===== src/serial_port_pkg.sv =====
package serial_port_pkg;

   // Byte addresses of the register words
   localparam logic [4:0] ADDR_CONTROL = 5'h00;
   localparam logic [4:0] ADDR_DATA    = 5'h04;
   localparam logic [4:0] ADDR_TIMER   = 5'h08;
   localparam logic [4:0] ADDR_RELOAD  = 5'h0C;
   localparam logic [4:0] ADDR_COUNT   = 5'h10;
   localparam logic [4:0] ADDR_STATUS  = 5'h14;
   localparam logic [4:0] ADDR_ENABLE  = 5'h18;
   localparam logic [4:0] ADDR_CLEAR   = 5'h1C;

   // Field positions in the serial control register
   localparam int CTL_FRAME_WIDTH = 7;
   localparam int CTL_STOP_CHECK  = 5;
   localparam int CTL_RX_ENABLE   = 4;
   localparam int CTL_NINTH_BIT   = 2;
   localparam int CTL_TX_DONE     = 1;
   localparam int CTL_RX_DONE     = 0;

   // Field positions in the timer control register
   localparam int TMR_RUN     = 0;
   localparam int TMR_SRC_LSB = 1;

   // Field positions in status, enable and clear
   localparam int EVT_RX_DONE = 0;
   localparam int EVT_TX_DONE = 1;

   // Reset values
   localparam logic [7:0] RESET_BYTE   = 8'h00;
   localparam logic [7:0] RESET_RELOAD = 8'h00;

   // Baud timer clock sources
   localparam logic [2:0] SRC_SYS    = 3'h0;
   localparam logic [2:0] SRC_DIV4   = 3'h1;
   localparam logic [2:0] SRC_DIV12  = 3'h2;
   localparam logic [2:0] SRC_DIV48  = 3'h3;
   localparam logic [2:0] SRC_EXT8   = 3'h4;

   // Prescaler terminal counts (divide minus one)
   localparam logic [5:0] PRE_LAST_DIV4  = 6'h03;
   localparam logic [5:0] PRE_LAST_DIV12 = 6'h0B;
   localparam logic [5:0] PRE_LAST_DIV48 = 6'h2F;
   localparam logic [2:0] EXT_LAST_DIV8  = 3'h7;

   // Counter top value before overflow
   localparam logic [7:0] TIMER_TOP = 8'hFF;

   // Frame layout: start, eight data bits, stop
   localparam logic [3:0] DATA_BITS   = 4'h8;
   localparam logic [3:0] FRAME_LAST  = 4'h9;

   typedef struct packed {
      logic        read;
      logic        write;
      logic [4:0]  address;
      logic [31:0] writedata;
      logic [3:0]  byteenable;
   } avl_req_t;

   typedef struct packed {
      logic [7:0] count;
      logic       half;
   } baud_state_t;

   typedef enum logic [3:0] {
      RX_IDLE  = 4'b0001,
      RX_START = 4'b0010,
      RX_DATA  = 4'b0100,
      RX_STOP  = 4'b1000
   } rx_state_t;

   typedef enum logic [1:0] {
      TX_IDLE = 2'b01,
      TX_BUSY = 2'b10
   } tx_state_t;

endpackage


===== src/baud_timer.sv =====
`timescale 1ns/10ps
// Eight-bit auto-reload counter with a halving stage on its overflow stream
module baud_timer
(
   input  wire logic       clk,
   input  wire logic       rst,
   input  wire logic       tick,
   input  wire logic       run,
   input  wire logic       force_reload,
   input  wire logic [7:0] reload_value,
   output logic [7:0]      count,
   output logic            baud_pulse
);

   serial_port_pkg::baud_state_t s_q;
   serial_port_pkg::baud_state_t s_d;
   logic                         ovf;

   // Overflow after TIMER_TOP, so the period is 256 minus the reload byte
   assign ovf        = run & tick & (s_q.count == serial_port_pkg::TIMER_TOP);
   // Every second overflow makes one baud pulse; the first after a forced reload counts
   assign baud_pulse = ovf & ~s_q.half;
   assign count      = s_q.count;

   // Reload on overflow or on demand; a forced reload also restarts the halving phase
   always_comb
   begin
      s_d = s_q;
      if (force_reload)
      begin
         s_d.count = reload_value;
         s_d.half  = 1'b0;
      end
      else if (ovf)
      begin
         s_d.count = reload_value;
         s_d.half  = ~s_q.half;
      end
      else if (run & tick)
      begin
         s_d.count = s_q.count + 8'h01;
      end
   end

   always_ff @(posedge clk)
   begin
      if (rst)
      begin
         s_q <= '{count: serial_port_pkg::RESET_BYTE, half: 1'b0};
      end
      else
      begin
         s_q <= s_d;
      end
   end

endmodule


===== src/serial_port.sv =====
// Added by the designer: the address map and the Avalon-MM register port.
`timescale 1ns/10ps
// Operation
// - Transmit and receive clocks from reload counters
// - Each overflow stream halved into baud rate
// - Receive copy runs with timer, same reload
// - Start edge forces receive counter reload
// - Baud equals clock over 256-reload, halved
// - Timer clock: sys, /4, /12, /48, ext/8
// - External oscillator may clock the timer
// - Full duplex; frame width bit stored, no effect
// - Ten-bit frame, start, LSB first, stop
// - Receive byte to buffer, stop to flag
// - Writing data buffer starts transmission
// - Transmit done set at stop-bit start
// - Receiver only accepts when enabled
// - Load only if done clear, stop high if checked
// - Else buffer, stop flag, done unchanged
// - Overrun keeps first byte, drops later
// - Interrupt when enabled done flag sets
module serial_port
(
   input  wire logic                      clk,
   input  wire logic                      rst,
   input  wire serial_port_pkg::avl_req_t avl_req,
   output logic [31:0]                    avl_readdata,
   output logic                           avl_waitrequest,
   input  wire logic                      rxd,
   output logic                           txd,
   input  wire logic                      ext_osc_clk,
   output logic                           irq
);

   typedef struct packed {
      logic [31:0]                  readdata;
      logic                         waitreq;
      logic                         irq;
      logic                         txd;
      logic                         frame_width;
      logic                         stop_check;
      logic                         rx_enable;
      logic                         ninth_bit;
      logic [1:0]                   status;
      logic [1:0]                   enable;
      logic                         timer_run;
      logic [2:0]                   timer_src;
      logic [7:0]                   reload;
      logic [7:0]                   rx_buffer;
      logic [5:0]                   pre;
      logic [2:0]                   ext_cnt;
      logic                         ext_prev;
      logic                         rxd_prev;
      serial_port_pkg::tx_state_t   tx_state;
      logic [9:0]                   tx_shift;
      logic [3:0]                   tx_bits;
      logic                         tx_pending;
      serial_port_pkg::rx_state_t   rx_state;
      logic [7:0]                   rx_shift;
      logic [3:0]                   rx_bits;
   } state_t;

   state_t     s_q;
   state_t     s_d;
   logic       req;
   logic       take;
   logic       wr_lo;
   logic       tick;
   logic       ext_edge;
   logic       start_edge;
   logic       tx_pulse;
   logic       rx_pulse;
   logic [7:0] tx_count;
   logic [7:0] ctl_read;
   logic [1:0] set_evt;
   logic       tx_data_done;
   logic       tx_frame_done;
   logic       rx_data_done;
   logic       pre_hold;

   // A request is taken on the edge where waitrequest is still high
   assign req   = avl_req.read | avl_req.write;
   assign take  = req & s_q.waitreq;
   assign wr_lo = take & avl_req.write & avl_req.byteenable[0];

   // Frame position decodes; the stop bit follows the eighth data bit
   assign tx_data_done  = (s_q.tx_bits == serial_port_pkg::DATA_BITS);
   assign tx_frame_done = (s_q.tx_bits == serial_port_pkg::FRAME_LAST);
   assign rx_data_done  = (s_q.rx_bits == serial_port_pkg::DATA_BITS - 4'h1);

   // External oscillator sampled here; edges counted down by eight
   assign ext_edge = ext_osc_clk & ~s_q.ext_prev;

   // Prescaler rests at zero while bypassed, so a later divide starts on a full period
   assign pre_hold = (s_q.timer_src == serial_port_pkg::SRC_SYS) | (s_q.timer_src == serial_port_pkg::SRC_EXT8);

   // Timer clock source mux; prescaler wraps at the chosen terminal count
   always_comb
   begin
      case (s_q.timer_src)
         serial_port_pkg::SRC_SYS:   tick = 1'b1;
         serial_port_pkg::SRC_DIV4:  tick = (s_q.pre == serial_port_pkg::PRE_LAST_DIV4);
         serial_port_pkg::SRC_DIV12: tick = (s_q.pre == serial_port_pkg::PRE_LAST_DIV12);
         serial_port_pkg::SRC_DIV48: tick = (s_q.pre == serial_port_pkg::PRE_LAST_DIV48);
         serial_port_pkg::SRC_EXT8:  tick = ext_edge & (s_q.ext_cnt == serial_port_pkg::EXT_LAST_DIV8);
         default:                    tick = 1'b0;
      endcase
   end

   // Falling edge on the receive pin while idle and enabled
   assign start_edge = (s_q.rx_state == serial_port_pkg::RX_IDLE) & s_q.rx_enable & s_q.timer_run
                       & s_q.rxd_prev & ~rxd;

   // Transmit counter is the software-visible low count
   baud_timer u_tx_timer
   (
      .clk          (clk),
      .rst          (rst),
      .tick         (tick),
      .run          (s_q.timer_run),
      .force_reload (1'b0),
      .reload_value (s_q.reload),
      .count        (tx_count),
      .baud_pulse   (tx_pulse)
   );

   // Hidden receive copy; same run and reload, realigned at each start
   baud_timer u_rx_timer
   (
      .clk          (clk),
      .rst          (rst),
      .tick         (tick),
      .run          (s_q.timer_run),
      .force_reload (start_edge),
      .reload_value (s_q.reload),
      .count        (),
      .baud_pulse   (rx_pulse)
   );

   // Control register as software sees it
   always_comb
   begin
      ctl_read                                  = 8'h00;
      ctl_read[serial_port_pkg::CTL_FRAME_WIDTH] = s_q.frame_width;
      ctl_read[serial_port_pkg::CTL_STOP_CHECK]  = s_q.stop_check;
      ctl_read[serial_port_pkg::CTL_RX_ENABLE]   = s_q.rx_enable;
      ctl_read[serial_port_pkg::CTL_NINTH_BIT]   = s_q.ninth_bit;
      ctl_read[serial_port_pkg::CTL_TX_DONE]     = s_q.status[serial_port_pkg::EVT_TX_DONE];
      ctl_read[serial_port_pkg::CTL_RX_DONE]     = s_q.status[serial_port_pkg::EVT_RX_DONE];
   end

   // Next state of the whole port
   always_comb
   begin
      s_d     = s_q;
      set_evt = 2'h0;

      // Bus handshake: one wait cycle, then a single cycle with waitrequest low
      s_d.waitreq = ~take;
      if (take & avl_req.read)
      begin
         case (avl_req.address)
            serial_port_pkg::ADDR_CONTROL: s_d.readdata = {24'h00_0000, ctl_read};
            serial_port_pkg::ADDR_DATA:    s_d.readdata = {24'h00_0000, s_q.rx_buffer};
            serial_port_pkg::ADDR_TIMER:   s_d.readdata = {28'h000_0000, s_q.timer_src, s_q.timer_run};
            serial_port_pkg::ADDR_RELOAD:  s_d.readdata = {24'h00_0000, s_q.reload};
            serial_port_pkg::ADDR_COUNT:   s_d.readdata = {24'h00_0000, tx_count};
            serial_port_pkg::ADDR_STATUS:  s_d.readdata = {24'h00_0000, 6'h00, s_q.status};
            serial_port_pkg::ADDR_ENABLE:  s_d.readdata = {24'h00_0000, 6'h00, s_q.enable};
            default:                       s_d.readdata = 32'h0000_0000;
         endcase
      end

      // Register writes; only the low byte lane carries data
      if (wr_lo)
      begin
         case (avl_req.address)
            serial_port_pkg::ADDR_CONTROL:
            begin
               s_d.frame_width = avl_req.writedata[serial_port_pkg::CTL_FRAME_WIDTH];
               s_d.stop_check  = avl_req.writedata[serial_port_pkg::CTL_STOP_CHECK];
               s_d.rx_enable   = avl_req.writedata[serial_port_pkg::CTL_RX_ENABLE];
            end
            serial_port_pkg::ADDR_DATA:
            begin
               // A byte written while another is queued or on the line is dropped
               if ((s_q.tx_state == serial_port_pkg::TX_IDLE) & ~s_q.tx_pending)
               begin
                  s_d.tx_pending = 1'b1;
                  s_d.tx_shift   = {1'b1, avl_req.writedata[7:0], 1'b0};
               end
            end
            serial_port_pkg::ADDR_TIMER:
            begin
               s_d.timer_run = avl_req.writedata[serial_port_pkg::TMR_RUN];
               s_d.timer_src = avl_req.writedata[serial_port_pkg::TMR_SRC_LSB +: 3];
            end
            serial_port_pkg::ADDR_RELOAD: s_d.reload = avl_req.writedata[7:0];
            serial_port_pkg::ADDR_ENABLE: s_d.enable = avl_req.writedata[1:0];
            serial_port_pkg::ADDR_CLEAR:  s_d.status = s_q.status & ~avl_req.writedata[1:0];
            default:                      s_d.status = s_q.status;
         endcase
      end

      // Prescaler runs unless bypassed; external edge divider runs freely
      s_d.ext_prev = ext_osc_clk;
      s_d.rxd_prev = rxd;
      if (ext_edge)
      begin
         s_d.ext_cnt = s_q.ext_cnt + 3'h1;
      end
      if (tick | pre_hold)
      begin
         s_d.pre = 6'h00;
      end
      else
      begin
         s_d.pre = s_q.pre + 6'h01;
      end

      // Transmitter: start waits for the next transmit baud pulse
      case (s_q.tx_state)
         serial_port_pkg::TX_IDLE:
         begin
            // Start bit leaves first; the shifter refills with idle ones
            if (s_q.tx_pending & tx_pulse)
            begin
               s_d.tx_state   = serial_port_pkg::TX_BUSY;
               s_d.tx_pending = 1'b0;
               s_d.txd        = s_q.tx_shift[0];
               s_d.tx_shift   = {1'b1, s_q.tx_shift[9:1]};
               s_d.tx_bits    = 4'h0;
            end
         end
         serial_port_pkg::TX_BUSY:
         begin
            if (tx_pulse)
            begin
               if (tx_frame_done)
               begin
                  s_d.tx_state = serial_port_pkg::TX_IDLE;
                  s_d.txd      = 1'b1;
               end
               else
               begin
                  s_d.txd      = s_q.tx_shift[0];
                  s_d.tx_shift = {1'b1, s_q.tx_shift[9:1]};
                  s_d.tx_bits  = s_q.tx_bits + 4'h1;
                  // Stop bit now going out, data is done
                  set_evt[serial_port_pkg::EVT_TX_DONE] = tx_data_done;
               end
            end
         end
         default:
         begin
            // An illegal state falls back to idle with the line high
            s_d.tx_state = serial_port_pkg::TX_IDLE;
            s_d.txd      = 1'b1;
         end
      endcase

      // Receiver samples mid-bit on the odd overflows of its own counter
      case (s_q.rx_state)
         serial_port_pkg::RX_IDLE:
         begin
            if (start_edge)
            begin
               s_d.rx_state = serial_port_pkg::RX_START;
            end
         end
         serial_port_pkg::RX_START:
         begin
            if (rx_pulse)
            begin
               // A glitch shorter than half a bit is not a start
               s_d.rx_state = rxd ? serial_port_pkg::RX_IDLE : serial_port_pkg::RX_DATA;
               s_d.rx_bits  = 4'h0;
            end
         end
         serial_port_pkg::RX_DATA:
         begin
            if (rx_pulse)
            begin
               // Least significant bit arrives first and ends at the bottom
               s_d.rx_shift = {rxd, s_q.rx_shift[7:1]};
               s_d.rx_bits  = s_q.rx_bits + 4'h1;
               if (rx_data_done)
               begin
                  s_d.rx_state = serial_port_pkg::RX_STOP;
               end
            end
         end
         serial_port_pkg::RX_STOP:
         begin
            if (rx_pulse)
            begin
               s_d.rx_state = serial_port_pkg::RX_IDLE;
               // Overrun leaves the held byte alone; the new one is dropped
               if (~s_q.status[serial_port_pkg::EVT_RX_DONE] & (~s_q.stop_check | rxd))
               begin
                  s_d.rx_buffer                         = s_q.rx_shift;
                  s_d.ninth_bit                         = rxd;
                  set_evt[serial_port_pkg::EVT_RX_DONE] = 1'b1;
               end
            end
         end
         default: s_d.rx_state = serial_port_pkg::RX_IDLE;
      endcase

      // Hardware sets win over a clear in the same cycle
      s_d.status = s_d.status | set_evt;
      s_d.irq    = |(s_d.status & s_q.enable);
   end

   // Synchronous reset; the line idles high and the bus shows no answer
   always_ff @(posedge clk)
   begin
      if (rst)
      begin
         s_q             <= '0;
         s_q.waitreq     <= 1'b1;
         s_q.txd         <= 1'b1;
         s_q.ext_prev    <= 1'b0;
         s_q.rxd_prev    <= 1'b1;
         s_q.reload      <= serial_port_pkg::RESET_RELOAD;
         s_q.rx_buffer   <= serial_port_pkg::RESET_BYTE;
         s_q.tx_shift    <= 10'h3FF;
         s_q.tx_state    <= serial_port_pkg::TX_IDLE;
         s_q.rx_state    <= serial_port_pkg::RX_IDLE;
      end
      else
      begin
         s_q <= s_d;
      end
   end

   // Outputs straight from the state flops
   assign avl_readdata    = s_q.readdata;
   assign avl_waitrequest = s_q.waitreq;
   assign txd             = s_q.txd;
   assign irq             = s_q.irq;

endmodule


===== config.mk =====
export PLATFORM = sky130hd
export DESIGN_NAME = serial_port
export DESIGN_NICKNAME = d
export VERILOG_FILES = /design/src/serial_port_pkg.sv /design/src/baud_timer.sv /design/src/serial_port.sv
export SDC_FILE = /design/constraint.sdc
export NUM_CORES = 1
export LEC_CHECK = 0
export BUFFER_PORTS_ARGS = -buffer_cell sky130_fd_sc_hd__buf_2
export CAP_MARGIN = 20
export CORE_MARGIN = 2
export CORE_UTILIZATION = 45
export CTS_CLUSTER_DIAMETER = 200
export CTS_CLUSTER_SIZE = 14
export DETAILED_ROUTE_END_ITERATION = 6
export GPL_ROUTABILITY_DRIVEN = 0
export GPL_TIMING_DRIVEN = 0
export MAX_ROUTING_LAYER = met4
export PLACE_DENSITY = 0.65
export SKIP_LAST_GASP = 1
export SLEW_MARGIN = 10
export SYNTH_ARGS = -nofsm -noshare
export SYNTH_HDL_FRONTEND = slang
export SYNTH_SLANG_ARGS = --single-unit
export TNS_END_PERCENT = 1

===== constraint.sdc =====
create_clock -name clk -period 3.06 [get_ports clk]
set_input_delay 0.612 -clock clk [delete_from_list [all_inputs] [get_ports clk]]
set_output_delay 0.612 -clock clk [all_outputs]
set_load 0.03 [all_outputs]

==> results of run 1 <==
-- power by group --
group / leakage (nW) / internal [mW] / switching, mW
Sequential: 0.815 / 1.32 / 0.00540
Clock: 0.146 / 0.658 / 0.513
Combinational: 1.38 / 0.0526 / 0.119
-- per-stage QoR --
step / area (um2) / std cells / setup WS [ps] / power [mW] / utilization, %
final: 6160 / 815 / 275 / 2.67 / 51.7
after floorplan: 5510 / 622 / 471 / 1.48 / -
after global placement: 5850 / 799 / 63.9 / 1.52 / 49.1
after global routing: 6160 / 815 / 32.7 / 2.75 / 51.7
after detailed placement: 5850 / 799 / 37.3 / 1.53 / 49.1
after CTS: 6150 / 815 / 85.5 / 2.69 / 51.6
-- layout make-up --
class,instances,share of cell area (%)
multi-input cells,444,49.7
inverters,15,0.914
clock inverters,5,0.975
well taps,147,2.99
flip-flops and latches,101,32.8
clock buffers,11,3.94
repair buffers,30,2.44
plain buffers,62,6.21
-- repair_timing --
item                       4_1_cts  5_1_grt
setup buffers                    0        0
resized for setup                0        1
setup endpoints to repair        0       10
-- how the worst max path moves through the flow --
| stage | from | slack (ps) | end |
|---|---|---|---|
| after floorplan | avl_req[37] | 470 | s_q[29] |
| after CTS | s_q[35] | 90 | s_q[27] |
| after global routing | s_q[35] | 30 | s_q[3] |
| after detailed placement | ext_osc_clk | 40 | s_q[27] |
| final | s_q[35] | 280 | s_q[3] |
| after global placement | ext_osc_clk | 60 | s_q[25] |
-- routing by layer --
layer  up-vias  GRT usage [%]  routed length, um
li1       2299              -                  -
met5         -              -                  0
met3        30           3.83                608
met1      2269           29.7               6510
met4         0           8.54                366
met2       119           34.9               6440
-- synth_stat cells (all sizes together), types with 6 or more instances --
cell type	instances
ha	11
a21oi	23
clkbuf	21
nand4	6
nor2	72
dfxtp	101
o211ai	8
a211oi	10
inv	15
a2111oi	6
or3	8
mux2i	43
mux2	14
a221o	14
a22o	6
a22oi	10
nor3	11
nand2	32
o21ai	17
nand3	18
nor2b	12
buf	41
nand2b	9
-- flip-flops by register name, indices dropped and copies added (netlist names) --
signal	cells
s_q	66
avl_readdata	8
u_rx_timer.count	8
u_tx_timer.count	8
ctl_read	6
avl_waitrequest	1
irq	1
txd	1
u_rx_timer.s_q	1
u_tx_timer.s_q	1
-- worst max-delay path, stage by stage, from the launching register on --
cell and delay (ps):
dfxtp_1 350, ha_1 160, ha_1 130, nand3b_1 120
a211oi_2 730, o211ai_1 440, nor3_1 530, a311oi_1 170
-- cells by family (layout without fill, tap and decap cells) --
logic type                 Yosys count  count (layout)
and+or+nand+nor                    205             205
AOI/OAI and AO/OA                  140             140
DFF                                101             101
buffers and inverters               77             123
muxes                               57              57
adders and majority gates           11              11
xor gates and xnor gates             7               7
other                                1              24
==> impl_metrics.toml, run 1 <==
[job]
maxCapViolCount = 0

[yosys]
yosys.area_share.adder_pct = 2.54
synth-xor-area-share_pct = 1.13
yosysWarningCount = 0
synth_area_mm2 = 0.00543
synth_compound_area_share_pct = 20.3
synth_edf_count = 0
yosys.area.top_type_share_pct = 37.3
synthFlopType = "dfxtp_1"
synth_top_family_by_area = "compound AO/OA/AOI/OAI gates"
postSynthCellCount = 599
syn_area_per_cell_um2 = 9.06
synth_area_leaders = "dfxtp_1, mux2i_1, nor2_1"
ys_seq_area_share_pct = 37.3
synth_seq_cells = 101
synth-simple-area-share_pct = 19.6
synth_mux_area_share_pct = 11.0
yosysTopAreaCell = "dfxtp_1"
async_flop_share_pct = 0
yosys.cell_types.count = 76

[setup_path]
reg2reg_from = "s_q[35]"
crit_fanout = 10
r2r_cells = 7
start_kind = "flop"
r2r_slack_ps = 280
required_ps = 3260
cp-end-kind = "flop"
worst-setup-path-type = "flop to flop"
r2r_end = "s_q[3]"
arrival_ps = 2990

[global_routing]
grt-ovfl-total = 0
grt_max_degree = 17
grt_pass1_wl_mm = 22.4
grt_use_total_pct = 22.6
grt_pass1_vias = 4391
antenna_found_initial = 0

[timing]
finalHoldViolations = 0
max_slew_margin_pct = 38.1
max_freq_ghz = 0.359
fin_skew_ps = 10.7
finalCritPeriodShare_pct = 91.0
tns_ps = 0
setup_viol = 0
maxSlewViolCount = 0
worst_pin_slew_ps = 926
fin_crit_ps = 2780
hold_slack_ps = 449
rsz0062_at_grt = "no"

[detailed_routing]
route.detailed.wl_per_inst_um = 17.1
initialDrtViolationCount = 245
viasPerCell = 5.79
drc = 0
dr_total_vias = 4717
ant_nets = 0
totalWireLength_mm = 13.9
first_pass_iters = 5

[layout]
final_common_cell = "dfxtp_1"
drive_gt1_share_pct = 17.5
layout.cells.most_common_list = "dfxtp_1, nor2_1, mux2i_1"
seqCellArea_mm2 = 0.00202
nNetsFinal = 721
insertedDiodeCount = 0
multi_input_area_mm2 = 0.00306
area_delta_synth_final_pct = 13.6
n_fill_cell = 1096

[min_path]
min-delay-start = "avl_waitrequest"
hold_depth = 1
hold_class = "flop to flop"
hold_path_end = "avl_waitrequest"

[die]
design.core.area_mm2 = 0.0119
die_area_mm2 = 0.0130
chipWidth_um = 114
dieHeight_um = 114
boundaryPins = 82
initial_core_util_pct = 45.5
rows = 40

[clock_network]
cts-root-buf = "clkbuf_16"
cts_sinks = 101
clk_pin_slew_ps = 60
insertion_delay_ps = 360
htreeDepth = 3
clock_path_buffers = 2
cts_hold_buf = 0
cts_buffers = 9
cts_tree = "done"

[power]
leakage_nw = 2.34
ir_drop_uv = 353
powerDensity_mw_per_mm2 = 433

[run_status]
outcome = "complete, no violations"

[placement]
hpwl_mm = 10.3
portBuffers = 30
(Power assumes the default switching activity.)
==> run 2: changes to the inputs <==
- CELL_PAD_IN_SITES_DETAIL_PLACEMENT: not set -> 2
- CELL_PAD_IN_SITES_GLOBAL_PLACEMENT: not set -> 2
- CORE_UTILIZATION: 45 -> 34
- CTS_CLUSTER_SIZE: 14 -> 16
- PLACE_DENSITY: 0.65 -> not set
- PLACE_DENSITY_LB_ADDON: not set -> 0.1
- SYNTH_HIERARCHICAL: not set -> 1
==> run 2 against run 1 <==
Sequential share of layout area down 0.45 points. Power up 3.4%. Maximum frequency down 8.0%. Largest power group unchanged.
==> impl_metrics.toml, run 2 <==
[run_status]
outcome = "complete, no violations"

[min_path]
min-delay-start = "txd"
hold_class = "flop to flop"

[layout]
insertedDiodeCount = 0
largest_reg_flops = 66
drive_gt1_share_pct = 19.6
nNetsFinal = 743
final_area_mm2 = 0.00625
multi_input_area_mm2 = 0.00297
top_register = "s_q"
layout.cells.most_common_list = "dfxtp_1, nor2_1, buf_4"
seqCellArea_mm2 = 0.00202
area_delta_synth_final_pct = 17.5
n_fill_cell = 1715
final_common_cell = "dfxtp_1"

[timing]
rsz0062_at_grt = "yes"
fin_ws_ps = 33.9
fin_crit_ps = 3030
finalCritPeriodShare_pct = 98.9
hold_slack_ps = 462
fin_skew_ps = 7.07
finalHoldViolations = 0
maxSlewViolCount = 0
max_slew_margin_pct = 49.3
worst_pin_slew_ps = 760
tns_ps = 0
max_freq_ghz = 0.330
setup_viol = 0

[global_routing]
antenna_found_initial = 0
grt-ovfl-total = 0
grt_pass1_vias = 5102
grt_pass1_wl_mm = 28.4
grt_use_total_pct = 22.7
grt_max_degree = 17

[clock_network]
cts_tree = "done"
cts_hold_buf = 0
cts-root-buf = "clkbuf_16"
htreeDepth = 3
clock_path_buffers = 2
clk_pin_slew_ps = 70
cts_buffers = 9
cts_sinks = 101
insertion_delay_ps = 350

[setup_path]
crit_cells = 12
reg2reg_from = "s_q[35]"
path_buf_inv = 1
path_cells = "ha_1, ha_1, a21boi_0, o31ai_4, nand2_2, nor3b_4, nor2b_4, nor4bb_4, nand3_1, buf_4, a21oi_2, a22o_1"
critPathMaxStageDelay_ps = 470
crit_path_end = "irq"
cp_slowest_cell = "o31ai_4"
r2r_cells = 12
cp_top_family = "simple AND/OR/NAND/NOR gates"
start_kind = "flop"
arrival_ps = 3300
worst-setup-path-type = "flop to flop"
cpMostUsedCell = "ha_1"
r2r_end = "irq"
cp-end-kind = "flop"
crit_fanout = 10
required_ps = 3340
r2r_slack_ps = 30
setup.worst_path.start = "s_q[35]"

[detailed_routing]
dr_total_vias = 4812
viasPerCell = 5.34
route.detailed.wl_per_inst_um = 19.9
first_pass_iters = 4
drc = 0
ant_nets = 0
totalWireLength_mm = 17.9
met1_length_mm = 7.94
met3_length_um = 370
met2_length_mm = 9.50
initialDrtViolationCount = 238
top_layer = "met4"

[placement]
placed_area_mm2 = 0.00584
pre_cts_ws_ps = -1020
portBuffers = 27
hpwl_mm = 13.2

[job]
maxCapViolCount = 0

[yosys]
postSynthCellCount = 614
syn_area_per_cell_um2 = 8.66
synth_area_mm2 = 0.00532
yosysWarningCount = 6

[power]
ir_drop_uv = 258
leakage_nw = 2.52
powerDensity_mw_per_mm2 = 442

[die]
design.core.area_mm2 = 0.0153
dieHeight_um = 129
boundaryPins = 82
rows = 45
chipWidth_um = 129
initial_core_util_pct = 34.8
die_area_mm2 = 0.0166
-- run 2: cell count changes in the layout (fill, tap and decap cells not counted), sizes merged, moves of 7 or more --
cell,delta
mux2,-11
mux2i,-7
buf,+22
a21oi,+10
nand2,+20
clkbuf,-8
-- run 2: per-stage QoR --
step / instances / utilization [%] / power, mW
floorplan: 638 / - / 1.60
global placement: 876 / 38.3 / 1.67
detailed placement: 876 / 38.3 / 1.69
CTS: 897 / 40.6 / 2.79
global route: 901 / 40.9 / 2.89
finish: 901 / 40.9 / 2.76
-- run 2: where the power goes --
part           switching, mW  internal [mW]  total, mW
combinational          0.218          0.102      0.319
clock                  0.525          0.572       1.10
sequential            0.0116           1.33       1.34
total                  0.755           2.01       2.76
-- run 2: repair_timing --
| item | 4_1_cts | 5_1_grt |
|---|---|---|
| gates resized for setup | 8 | 7 |
| setup endpoints to repair | 46 | 28 |
| buffers inserted | 6 | 4 |
| pin swaps | 1 | 3 |
-- run 2: worst reg2reg max path, cell delays in order, from the launching register on --
cell and delay (ps):
dfxtp_1 360, ha_1 160, ha_1 140, a21boi_0 130
o31ai_4 470, nand2_2 150, nor3b_4 250, nor2b_4 210
nor4bb_4 350, nand3_1 130, buf_4 210, a21oi_2 170
a22o_1 210
-- run 2: layer usage --
metal	vias to the layer above	GRT usage (%)
met5	-	-
met3	6	3.47
li1	2322	-
met4	0	4.60
met2	48	40.8
met1	2436	27.0
-- run 2: worst min path at each step --
stage | to | slack, ps | cells past startpoint
after floorplan | s_q[38] | 420 | 1
after global placement | s_q[38] | 430 | 1
after detailed placement | txd | 450 | 1
after CTS | txd | 470 | 1
after global routing | txd | 480 | 1
final | txd | 460 | 1
-- run 2: layout make-up --
cell class                 instances  share of cell area (%)
buffer                            70                    6.89
tap                              211                    4.23
clock inverter                     6                   0.621
inverter                          18                    1.08
clock buffer                      10                    3.83
multi-input combinational        448                    47.6
sequential                       101                    32.4
timing repair buffer              37                    3.37
==> run 3: changes to the inputs <==
- ABC_AREA: not set -> 1
- CORE_UTILIZATION: 34 -> 32
==> run 3 against run 2 <==
Maximum frequency is 7.4% higher. Design area is 1.3% higher. Critical path depth is 6 higher.
==> impl_metrics.toml, run 3 <==
[run_status]
outcome = "complete, no violations"

[clock_network]
clk_pin_slew_ps = 70
cts_sinks = 101
htreeDepth = 3
clock_path_buffers = 2
insertion_delay_ps = 360
cts_buffers = 9
cts-root-buf = "clkbuf_16"
cts_tree = "done"

[layout]
n_fill_cell = 2028
final_common_cell = "nand2_1"
nNetsFinal = 913
drive_gt1_share_pct = 16.4
instances_no_fill = 1079
largest_reg_flops = 66
seqCellArea_mm2 = 0.00202
layout.cells.most_common_list = "nand2_1, dfxtp_1, inv_1"
insertedDiodeCount = 0
top_register = "s_q"
area_delta_synth_final_pct = 16.2
multi_input_area_mm2 = 0.00279

[min_path]
hold_class = "flop to flop"

[die]
rows = 47
initial_core_util_pct = 32.8
design.core.area_mm2 = 0.0166
chipWidth_um = 134
dieHeight_um = 134
die_area_mm2 = 0.0181
boundaryPins = 82

[power]
intPower_mw = 2.05
seq_power_share_pct = 48.0
finalPower_mw = 2.86
pwr-share-clk_pct = 39.9
powerDensity_mw_per_mm2 = 451
p_switching_mw = 0.810
ir_drop_uv = 260
power_frac_comb_pct = 12.1
leakage_nw = 2.80
switching_share_pct = 28.4

[setup_path]
start_kind = "flop"
cp-end-kind = "flop"
arrival_ps = 3110
required_ps = 3360
worst-setup-path-type = "flop to flop"
crit_fanout = 10

[timing]
rsz0062_at_grt = "no"
setup_viol = 0
finalHoldViolations = 0
maxSlewViolCount = 0
tns_ps = 0
fin_crit_ps = 2820
worst_pin_slew_ps = 695
max_slew_margin_pct = 53.7
finalCritPeriodShare_pct = 92.1
max_freq_ghz = 0.355
fin_skew_ps = 8.89

[global_routing]
grt_pass1_wl_mm = 29.8
grt_pass1_vias = 5798
grt-ovfl-total = 0
antenna_found_initial = 0
grt_use_total_pct = 21.7
grt_max_degree = 17

[detailed_routing]
first_pass_iters = 4
dr_total_vias = 5295
ant_nets = 0
totalWireLength_mm = 18.3
initialDrtViolationCount = 164
drc = 0
viasPerCell = 4.91
route.detailed.wl_per_inst_um = 17.0

[placement]
placed_cells = 1057
portBuffers = 29
hpwl_mm = 13.8

[job]
maxCapViolCount = 0

[yosys]
syn_area_per_cell_um2 = 6.95
postSynthCellCount = 784
synth_area_mm2 = 0.00545
yosysWarningCount = 6
-- run 3: per-layer routing --
| metal | vias to the layer above | wire length [um] | share of wire [%] | track usage [%] |
|---|---|---|---|---|
| met5 | - | 0 | 0 | - |
| met4 | 0 | 376 | 2.1 | 7.02 |
| met3 | 24 | 295 | 1.6 | 3.06 |
| met2 | 47 | 9630 | 53 | 39.2 |
| met1 | 2596 | 8020 | 44 | 24.7 |
| li1 | 2628 | - | - | - |
-- run 3: final cells by class --
type                       instances  share of cell area [%]
inverter                          97                    5.83
sequential                       101                    32.0
timing repair buffer              36                    3.12
multi-input combinational        553                    44.0
buffer                            57                    6.17
tap                              220                    4.35
clock inverter                     4                   0.534
clock buffer                      11                    3.99
-- run 3: path summary, 6_finish.rpt --
path         startpoint      end  slack, ps  cells after the start
max             s_q[41]  s_q[50]        240                     18
min             s_q[38]  s_q[38]        460                      1
max reg2reg     s_q[41]  s_q[50]        240                     18
min reg2reg     s_q[38]  s_q[38]        460                      1
-- run 3: timing repair --
item / in CTS / in global routing
gates cloned: 0 / 0
endpoints found under the hold margin: 0 / 0
pin swaps: 0 / 3
gates resized for setup: 1 / 9
hold buffers: 0 / 0
setup endpoints to repair: 10 / 39
buffers inserted: 0 / 7
-- run 3: critical path: stages (launching register included) --
cell	delay [ps]
dfxtp_2	360
inv_1	80
o21ai_1	140
o211ai_1	100
o21ai_0	90
nand3_1	120
nand2_1	130
nand2_1	130
nor2_2	160
nand2_4	130
or2_4	270
clkinvlp_4	140
nand2_1	70
a21oi_1	130
nand2_1	130
inv_2	140
buf_4	180
o21ai_0	100
a21oi_1	150
-- run 3: metrics by stage --
stage | worst slack [ps] | utilization, % | hold WS [ps] | instance area, um2
after floorplan | 635 | - | 418 | 5540
after global placement | -136 | 35.9 | 423 | 5960
after detailed placement | -217 | 35.9 | 452 | 5960
after CTS | -21.5 | 37.7 | 455 | 6240
after global routing | 6.05 | 38.2 | 483 | 6330
final | 243 | 38.2 | 463 | 6330
-- run 3: power groups by stage --
| stage | clock, mW | sequential, mW | combinational, mW |
|---|---|---|---|
| after floorplan | 0 | 1.39 | 0.248 |
| after global placement | 0 | 1.40 | 0.326 |
| after detailed placement | 0 | 1.40 | 0.343 |
| after CTS | 1.19 | 1.37 | 0.344 |
| after global routing | 1.24 | 1.37 | 0.386 |
| final | 1.14 | 1.37 | 0.345 |
